===== src/pkg/cnp_pkg.sv =====
// Purpose: Shared constants and types of the center network port block
// Assumes: Core clock of 250 MHz
// Notes: Serial bit timing is built from quarter-bit ticks; strobe and pulse lengths count core cycles

package cnp_pkg;

  // --------------------------------------------------------------------
  // Clock and timing
  // --------------------------------------------------------------------
  localparam int CORE_CLK_MHZ = 250;
  // Highest external baud clock, in kHz
  localparam int EXT_CLK_MAX_KHZ = 12500;
  // Quarter ticks per bit; external clock edges per bit
  localparam int QTICKS_PER_BIT = 4;
  // Core cycles per quarter tick for the internal rates
  localparam logic [7:0] QDIV_RATE1 = 8'h19;
  localparam logic [7:0] QDIV_RATE2 = 8'h32;
  localparam logic [7:0] QDIV_RATE3 = 8'h64;
  // Idle toggle half period, in bit periods
  localparam int IDLE_HALF_BITS = 2;
  // Buffer write pulse low time
  localparam int WR_LOW_NS = 20;
  localparam int WR_LOW_CYC = (WR_LOW_NS * CORE_CLK_MHZ + 999) / 1000;
  // Length of scan progress and check pulses
  localparam int PULSE_CYC = 16;

  // --------------------------------------------------------------------
  // Packet layout
  // --------------------------------------------------------------------
  localparam int PKT_BITS = 16;
  localparam int REQ_BIT = 15;

  // --------------------------------------------------------------------
  // Types
  // --------------------------------------------------------------------
  typedef struct packed {
    logic [PKT_BITS-1:0] data;
    logic last;
  } cnp_tx_req_s;

  typedef struct packed {
    logic [PKT_BITS-1:0] data;
    logic from_secondary;
    logic last;
  } cnp_rx_resp_s;

  typedef enum logic [1:0] {
    TX_IDLE = 2'h0,
    TX_START = 2'h1,
    TX_DATA = 2'h3
  } cnp_tx_state_e;

  typedef enum logic [1:0] {
    RX_IDLE = 2'h0,
    RX_HALF = 2'h1,
    RX_DATA = 2'h3,
    RX_STORE = 2'h2
  } cnp_rx_state_e;

endpackage : cnp_pkg


===== src/rtl/cnp_top.sv =====
// Purpose: Network and status pins of a polling center controller
// Assumes: Static straps; inputs synchronous except serial and baud clock
// Notes: Frame is a low start bit then data LSB first
//
// Functional notes
// Send each command packet serially on the transmit output.
// Gate output high whenever the transmit output is enabled.
// On simultaneous responses take the primary input, ignore secondary.
// Outside party holds the unused secondary input high.
// Duplex select high means full duplex, low means half duplex.
// Host width select low means an 8-bit host bus.
// External baud clock divided by four gives the bit rate.
// Raise request output when a response carries the request flag.
// Pulse after the final satellite's data is loaded into a packet.
// Pulse after the final satellite's response is written to memory.
// Each check output goes high for a fixed time per event.
// Active-low read and write strobes drive the buffer memory.
// Outside party holds the buffer type select high.
// Both rate selects low selects the external baud clock.
// Gate always high in full duplex, only while sending in half.
// In half duplex ignore receive inputs while the gate is high.
// Between packets toggle transmit output every two bit periods.
// Receive inputs and baud clock pass two synchroniser stages.
// Progress and check pulses last a fixed number of core cycles.

`timescale 1ns/1ps

module cnp_top (
  input wire logic clk_sys_i,
  input wire logic rstn_i,
  input wire logic duplex_select_i,
  input wire logic host_width_select_i,
  input wire logic rate_sel_lo_i,
  input wire logic rate_sel_hi_i,
  input wire logic ext_baud_clock_i,
  input wire logic buffer_type_select_i,
  input wire logic serial_in_primary_i,
  input wire logic serial_in_secondary_i,
  input wire logic tx_valid_i,
  input wire cnp_pkg::cnp_tx_req_s tx_req_i,
  output logic tx_ready_o,
  output logic serial_out_o,
  output logic line_drive_gate_o,
  input wire logic rx_last_i,
  output logic rx_valid_o,
  output cnp_pkg::cnp_rx_resp_s rx_resp_o,
  output logic satellite_request_flag_o,
  input wire logic [1:0] check_evt_i,
  output logic check_out_first_o,
  output logic check_out_second_o,
  output logic last_tx_loaded_pulse_o,
  output logic last_rx_stored_pulse_o,
  output logic buffer_read_strobe_n_o,
  output logic buffer_write_strobe_n_o,
  output logic host_bus_8bit_o,
  output logic buffer_type_ok_o
);

  // --------------------------------------------------------------------
  // Synchronisers
  // --------------------------------------------------------------------
  logic [2:0] sync1_q;
  logic [2:0] sync2_q;
  logic ext_prev_q;
  logic [1:0] rx_prev_q;

  always_ff @(posedge clk_sys_i) begin
    if (!rstn_i) begin
      sync1_q <= 3'h7;
      sync2_q <= 3'h7;
      ext_prev_q <= 1'b1;
      rx_prev_q <= 2'h3;
    end else begin
      sync1_q <= {ext_baud_clock_i, serial_in_secondary_i,
                  serial_in_primary_i};
      sync2_q <= sync1_q;
      ext_prev_q <= sync2_q[2];
      rx_prev_q <= sync2_q[1:0];
    end
  end

  wire rx_pri = sync2_q[0];
  wire rx_sec = sync2_q[1];

  // --------------------------------------------------------------------
  // Quarter-bit tick
  // --------------------------------------------------------------------
  logic [7:0] div_q;
  wire ext_mode = !rate_sel_lo_i && !rate_sel_hi_i;
  wire ext_edge = sync2_q[2] && !ext_prev_q;
  wire [7:0] qdiv_sel = rate_sel_hi_i ?
                        (rate_sel_lo_i ? cnp_pkg::QDIV_RATE3
                                       : cnp_pkg::QDIV_RATE2)
                        : cnp_pkg::QDIV_RATE1;
  wire div_end = (div_q == qdiv_sel - 8'h01);
  // One bit spans four ticks, so four external edges per bit
  wire qtick = ext_mode ? ext_edge : div_end;

  always_ff @(posedge clk_sys_i) begin
    if (!rstn_i || ext_mode || div_end) begin
      div_q <= 8'h00;
    end else begin
      div_q <= div_q + 8'h01;
    end
  end

  // --------------------------------------------------------------------
  // Transmitter
  // --------------------------------------------------------------------
  cnp_pkg::cnp_tx_state_e tx_state_q;
  logic [1:0] tq_cnt_q;
  logic [4:0] tbit_q;
  logic [cnp_pkg::PKT_BITS-1:0] tsh_q;
  logic idle_lvl_q;
  logic [1:0] idle_bits_q;
  logic serial_out_q;
  logic gate_q;
  logic tx_last_evt_q;

  wire tx_take = tx_valid_i && (tx_state_q == cnp_pkg::TX_IDLE);
  wire tx_bit_end = qtick && (tq_cnt_q == 2'(cnp_pkg::QTICKS_PER_BIT - 1));
  wire tx_last_bit = (tbit_q == 5'(cnp_pkg::PKT_BITS - 1));
  wire idle_flip = tx_bit_end &&
                   (idle_bits_q == 2'(cnp_pkg::IDLE_HALF_BITS - 1));
  wire serial_out_d = (tx_state_q == cnp_pkg::TX_IDLE) ? idle_lvl_q :
                      (tx_state_q == cnp_pkg::TX_START) ? 1'b0 :
                      tsh_q[0];
  wire gate_d = duplex_select_i ||
                (tx_state_q != cnp_pkg::TX_IDLE);

  assign tx_ready_o = (tx_state_q == cnp_pkg::TX_IDLE);

  always_ff @(posedge clk_sys_i) begin
    if (!rstn_i || tx_take) begin
      tq_cnt_q <= 2'h0;
    end else if (qtick) begin
      tq_cnt_q <= tq_cnt_q + 2'h1;
    end
  end

  always_ff @(posedge clk_sys_i) begin
    if (!rstn_i) begin
      tx_state_q <= cnp_pkg::TX_IDLE;
      tbit_q <= 5'h00;
      tsh_q <= '0;
      tx_last_evt_q <= 1'b0;
    end else begin
      tx_last_evt_q <= tx_take && tx_req_i.last;
      unique case (tx_state_q)
        cnp_pkg::TX_IDLE: begin
          if (tx_take) begin
            tsh_q <= tx_req_i.data;
            tx_state_q <= cnp_pkg::TX_START;
          end
        end
        cnp_pkg::TX_START: begin
          if (tx_bit_end) begin
            tbit_q <= 5'h00;
            tx_state_q <= cnp_pkg::TX_DATA;
          end
        end
        cnp_pkg::TX_DATA: begin
          if (tx_bit_end) begin
            tsh_q <= tsh_q >> 1;
            tbit_q <= tbit_q + 5'h01;
            if (tx_last_bit) begin
              tx_state_q <= cnp_pkg::TX_IDLE;
            end
          end
        end
        default: begin
          tx_state_q <= cnp_pkg::TX_IDLE;
        end
      endcase
    end
  end

  // Idle pattern between packets
  always_ff @(posedge clk_sys_i) begin
    if (!rstn_i || tx_state_q != cnp_pkg::TX_IDLE) begin
      idle_bits_q <= 2'h0;
      idle_lvl_q <= 1'b1;
    end else if (idle_flip) begin
      idle_bits_q <= 2'h0;
      idle_lvl_q <= !idle_lvl_q;
    end else if (tx_bit_end) begin
      idle_bits_q <= idle_bits_q + 2'h1;
    end
  end

  always_ff @(posedge clk_sys_i) begin
    if (!rstn_i) begin
      serial_out_q <= 1'b1;
      gate_q <= 1'b0;
    end else begin
      serial_out_q <= serial_out_d;
      gate_q <= gate_d;
    end
  end

  assign serial_out_o = serial_out_q;
  assign line_drive_gate_o = gate_q;

  // --------------------------------------------------------------------
  // Receiver and buffer write
  // --------------------------------------------------------------------
  cnp_pkg::cnp_rx_state_e rx_state_q;
  logic [1:0] rq_cnt_q;
  logic [4:0] rbit_q;
  logic [2:0] wcnt_q;
  logic rx_sel_q;
  logic [cnp_pkg::PKT_BITS-1:0] rsh_q;
  cnp_pkg::cnp_rx_resp_s rx_resp_q;
  logic rx_valid_q;
  logic req_flag_q;
  logic rx_last_evt_q;
  logic rd_n_q;
  logic wr_n_q;

  // Own echo must not be taken as a response
  wire rx_blocked = !duplex_select_i && gate_q;
  wire rx_bit = rx_sel_q ? rx_sec : rx_pri;
  // Falling edges only, so a low last data bit is no new start
  wire fall_pri = !rx_pri && rx_prev_q[0];
  wire fall_sec = !rx_sec && rx_prev_q[1];
  wire rx_any = fall_pri || fall_sec;
  wire rx_half = qtick && (rq_cnt_q == 2'h1) &&
                 (rx_state_q == cnp_pkg::RX_HALF);
  wire rx_mid = qtick && (rq_cnt_q == 2'(cnp_pkg::QTICKS_PER_BIT - 1));
  wire rx_last_bit = (rbit_q == 5'(cnp_pkg::PKT_BITS - 1));
  wire in_store = (rx_state_q == cnp_pkg::RX_STORE);
  wire wr_low = in_store && (wcnt_q != 3'h0) &&
                (wcnt_q <= 3'(cnp_pkg::WR_LOW_CYC));
  wire store_end = in_store && (wcnt_q == 3'(cnp_pkg::WR_LOW_CYC + 1));

  always_ff @(posedge clk_sys_i) begin
    if (!rstn_i || rx_state_q == cnp_pkg::RX_IDLE || rx_mid || rx_half) begin
      rq_cnt_q <= 2'h0;
    end else if (qtick) begin
      rq_cnt_q <= rq_cnt_q + 2'h1;
    end
  end

  always_ff @(posedge clk_sys_i) begin
    if (!rstn_i) begin
      rx_state_q <= cnp_pkg::RX_IDLE;
      rx_sel_q <= 1'b0;
      rbit_q <= 5'h00;
      rsh_q <= '0;
      wcnt_q <= 3'h0;
    end else begin
      unique case (rx_state_q)
        cnp_pkg::RX_IDLE: begin
          if (!rx_blocked && rx_any) begin
            rx_sel_q <= !fall_pri;
            rx_state_q <= cnp_pkg::RX_HALF;
          end
        end
        cnp_pkg::RX_HALF: begin
          if (rx_blocked) begin
            rx_state_q <= cnp_pkg::RX_IDLE;
          end else if (rx_half) begin
            rbit_q <= 5'h00;
            rx_state_q <= rx_bit ? cnp_pkg::RX_IDLE : cnp_pkg::RX_DATA;
          end
        end
        cnp_pkg::RX_DATA: begin
          if (rx_blocked) begin
            rx_state_q <= cnp_pkg::RX_IDLE;
          end else if (rx_mid) begin
            rsh_q <= {rx_bit, rsh_q[cnp_pkg::PKT_BITS-1:1]};
            rbit_q <= rbit_q + 5'h01;
            if (rx_last_bit) begin
              wcnt_q <= 3'h0;
              rx_state_q <= cnp_pkg::RX_STORE;
            end
          end
        end
        cnp_pkg::RX_STORE: begin
          wcnt_q <= wcnt_q + 3'h1;
          if (store_end) begin
            rx_state_q <= cnp_pkg::RX_IDLE;
          end
        end
      endcase
    end
  end

  always_ff @(posedge clk_sys_i) begin
    if (!rstn_i) begin
      rx_resp_q <= '0;
      rx_valid_q <= 1'b0;
      req_flag_q <= 1'b0;
      rx_last_evt_q <= 1'b0;
      rd_n_q <= 1'b0;
      wr_n_q <= 1'b1;
    end else begin
      rx_valid_q <= store_end;
      rx_last_evt_q <= store_end && rx_last_i;
      rd_n_q <= in_store;
      wr_n_q <= !wr_low;
      if (store_end) begin
        rx_resp_q <= {rsh_q, rx_sel_q, rx_last_i};
        req_flag_q <= rsh_q[cnp_pkg::REQ_BIT];
      end
    end
  end

  assign rx_valid_o = rx_valid_q;
  assign rx_resp_o = rx_resp_q;
  assign satellite_request_flag_o = req_flag_q;
  assign buffer_read_strobe_n_o = rd_n_q;
  assign buffer_write_strobe_n_o = wr_n_q;

  // --------------------------------------------------------------------
  // Pulse stretchers
  // --------------------------------------------------------------------
  wire [3:0] pulse_trig = {check_evt_i, rx_last_evt_q, tx_last_evt_q};
  logic [3:0] pulse_out;

  for (genvar i = 0; i < 4; i++) begin : g_pulse
    logic [4:0] cnt_q;
    always_ff @(posedge clk_sys_i) begin
      if (!rstn_i) begin
        cnt_q <= 5'h00;
      end else if (pulse_trig[i]) begin
        cnt_q <= 5'(cnp_pkg::PULSE_CYC);
      end else if (cnt_q != 5'h00) begin
        cnt_q <= cnt_q - 5'h01;
      end
    end
    assign pulse_out[i] = (cnt_q != 5'h00);
  end

  assign last_tx_loaded_pulse_o = pulse_out[0];
  assign last_rx_stored_pulse_o = pulse_out[1];
  assign check_out_first_o = pulse_out[2];
  assign check_out_second_o = pulse_out[3];

  // --------------------------------------------------------------------
  // Strap status
  // --------------------------------------------------------------------
  logic host_8bit_q;
  logic buf_ok_q;

  always_ff @(posedge clk_sys_i) begin
    if (!rstn_i) begin
      host_8bit_q <= 1'b0;
      buf_ok_q <= 1'b0;
    end else begin
      host_8bit_q <= !host_width_select_i;
      buf_ok_q <= buffer_type_select_i;
    end
  end

  assign host_bus_8bit_o = host_8bit_q;
  assign buffer_type_ok_o = buf_ok_q;

endmodule : cnp_top


===== config.mk =====
export PLATFORM = sky130hd
export DESIGN_NAME = cnp_top
export DESIGN_NICKNAME = d
export VERILOG_FILES = /design/src/pkg/cnp_pkg.sv /design/src/rtl/cnp_top.sv
export SDC_FILE = /design/constraint.sdc
export NUM_CORES = 1
export LEC_CHECK = 0
export BUFFER_PORTS_ARGS = -buffer_cell sky130_fd_sc_hd__buf_4
export CAP_MARGIN = 20
export CORE_MARGIN = 2
export CORE_UTILIZATION = 55
export DETAILED_ROUTE_END_ITERATION = 6
export PLACE_DENSITY = 0.86
export SYNTH_ARGS = -nofsm -noshare
export SYNTH_HDL_FRONTEND = slang
export SYNTH_SLANG_ARGS = --single-unit

===== constraint.sdc =====
create_clock -name clk_sys_i -period 4.6 [get_ports clk_sys_i]
set_clock_uncertainty 0.15 [all_clocks]
set_input_delay 0.23 -clock clk_sys_i [delete_from_list [all_inputs] [get_ports clk_sys_i]]
set_output_delay 0.23 -clock clk_sys_i [all_outputs]
set_load 0.05 [all_outputs]

==> metrics <==
Synth Flop Type dfxtp_1; setup TNS 0 ns; Ports 62; Rows 35; Compound-Gate Fraction of Synth Area 14.7%; Slew headroom 42.0%; ANT cells 0; post-CTS sizing 0; Post-Synth Adder-Cell Area 5.07%; clk slew on worst S/H paths 0.06 ns; syn nets 645; largest cells by area after synthesis dfxtp_1 (47%), nand2_1 (6.4%), ha_1 (5.1%), nand3_1 (4.1%), nor2_1 (3.7%); hold_ws 0.0631 ns; Cells after Synth 593; first-pass GRT wire length 19600 µm; number of synthesized flops with an enable pin 0; Worst VDD drop 0.000255 V; Syn Area/Cell 8.74 µm²; Seq cells post-synth 121; RSZ-0062 raised after global routing false; Placer Congestion 0.900; Synth area leader dfxtp_1; Die Ht 101 µm; R2R Setup Slk 1.64 ns; Tmin final 2.96 ns; die area 10200 µm²; post-DP HPWL 7190 µm; Via density 5.69; # nets final 728; antenna violations before repair 0; core area 9200 µm²; clock tree buffer depth 2; Root Driver clkbuf_8; outcome complete, no violations; die width 101 µm; synth warn 0; Port Buffers 61; Seq/Total Area, Yosys 46.8%; fin crit share 64.3%; XOR/XNOR Fraction of Synth Area 3.55%; simple-gate portion of the synthesized area 25.3%; Worst EP required 4.87 ns; via count 4548; largest family of logic cells by synthesized area simple AND/OR/NAND/NOR gates; Setup Slack @ Placement 1.67 ns; overall power 0.00309 W; fmax 338 MHz; Routed WL per cell 14.7 µm; post-route setup slack 1.64 ns; critical path class flop to flop; critical path capture point type flop; total CTS buffers 17; Mapped Area 5180 µm²; Final Setup Violations 0; final hold vios 0; FFs w/ async S/R, synth 0%; Hold Buf Count CTS 29; setup bufs post-CTS 0; final wirelength 11700 µm; commonest cells after routing, fill and taps aside dfxtp_1 (121), nand2_1 (88), buf_4 (64); global routing's busiest layer met2; remaining antenna violation count 0; TritonCTS clock tree yes; met3 global-route usage 5.89%; clk_lat worst skew 0.52 ns; Distinct cells, synth 53; Pwr per Cell Area 469 nW/µm²; commonest non-fill, non-tap cell in the layout dfxtp_1; top cell type's share of synthesized area 46.8%; Slew Viols, Final 0; drt first pass iters 5; Num Clock Sinks 121; starting DRC count in detailed routing 231; # H-tree levels 4; Startpoint Class flop; Remaining DRCs 0; vias in the first global route 4438; Leak 2.61 nW; GRT Util Overall 24.1%; Max-cap violations 0; HP Class primary input to flop; GRT overflow 0; ratio of cells with drive above 1 in the final layout 16.0%; Layout area overhead 27.3%; met2 Use GR 41.9%; Initial Util 56.3%; largest net degree at the start of global routing 67; met1 GRT Util 28.2%; CP max FO 23; CP arrival 3.23 ns; Least-Margin Pin Slew 0.866 ns; post-synthesis mux area share 0.773%
==> cell usage after synthesis (2+ instances only) <==
library cell	number
nand4_1	2
mux2i_1	4
or3_1	4
nand2b_1	19
o211a_1	3
inv_1	21
nor3b_1	2
nor2_1	51
buf_4	2
xor2_1	5
and2_1	6
clkbuf_1	25
o21ai_0	25
o211ai_1	3
nor4b_1	2
a21oi_1	31
nor3_1	24
and3_1	7
a311oi_1	12
a211oi_1	10
ha_1	21
and4b_1	2
nor4b_4	2
nor2b_1	4
nand2_1	88
a221oi_1	2
a31o_2	2
nand3_1	42
dfxtp_1	121
o21ai_1	2
o221a_2	3
a311oi_2	4
nand3b_1	6
xnor2_1	16
or4_1	2
==> flip-flops by register name, summed over array words and instances, names as in the netlist, 2 cells and up <==
signal         count
g_pulse.cnt_q     20
rx_resp_o         18
rsh_q             16
tsh_q             16
div_q              8
rbit_q             5
tbit_q             5
sync1_q            3
sync2_q            3
wcnt_q             3
idle_bits_q        2
rq_cnt_q           2
rx_prev_q          2
rx_state_q         2
tq_cnt_q           2
tx_state_q         2
==> report_power, final <==
group | internal, W | switching, W | leakage, nW
Combinational | 0.000218 | 0.000311 | 1.33
Sequential | 0.00112 | 0.0000607 | 0.986
Clock | 0.000896 | 0.000487 | 0.294
Total | 0.00224 | 0.000859 | 2.61
==> critical path, stage by stage, from the launching register on <==
cell and delay [ns]:
dfxtp_1 0.81, nand2_1 0.59, nor4b_4 0.88, nor3_1 0.14
a311oi_2 0.29
==> final cells by class <==
cell class	count	area [µm²]
Fill cell	665	2600
Multi-Input combinational cell	422	2560
Sequential cell	121	2420
Timing Repair Buffer	93	771
Clock buffer	18	428
Clock inverter	14	195
Tap cell	111	139
Inverter	21	78.8
==> cells by family (layout without fill, tap and decap cells) <==
family	count (synthesis)	in the layout
simple gates	266	266
flops	121	121
compound gates	110	110
buf+inv	50	146
fa+ha+maj	21	21
xor+xnor	21	21
mux	4	4
==> routing by layer <==
layer / vias to the layer above / part of all wire (%) / wire [µm]
li1: 2243 / - / -
met1: 2121 / 42 / 4920
met2: 155 / 51 / 6020
met3: 29 / 5.1 / 594
met4: 0 / 1.6 / 193
met5: - / 0 / 0
==> path summary, 6_finish.rpt <==
path / start / end / cells past startpoint
min: rstn_i / sync1_q[2] / 2
max: tx_state_q[1] / tsh_q[11] / 4
min reg2reg: sync1_q[0] / sync2_q[0] / 1
max reg2reg: tx_state_q[1] / tsh_q[11] / 4
==> stage by stage <==
step / instances / instance area (µm²) / util (%)
6_report: 800 / 6600 / 71.7
3_3_place_gp: 738 / 5670 / 61.7
3_5_place_dp: 738 / 5670 / 61.7
5_1_grt: 800 / 6600 / 71.7
2_1_floorplan: 593 / 5180 / -
4_1_cts: 799 / 6590 / 71.6
No activity file was read; power rests on OpenSTA's default activity.
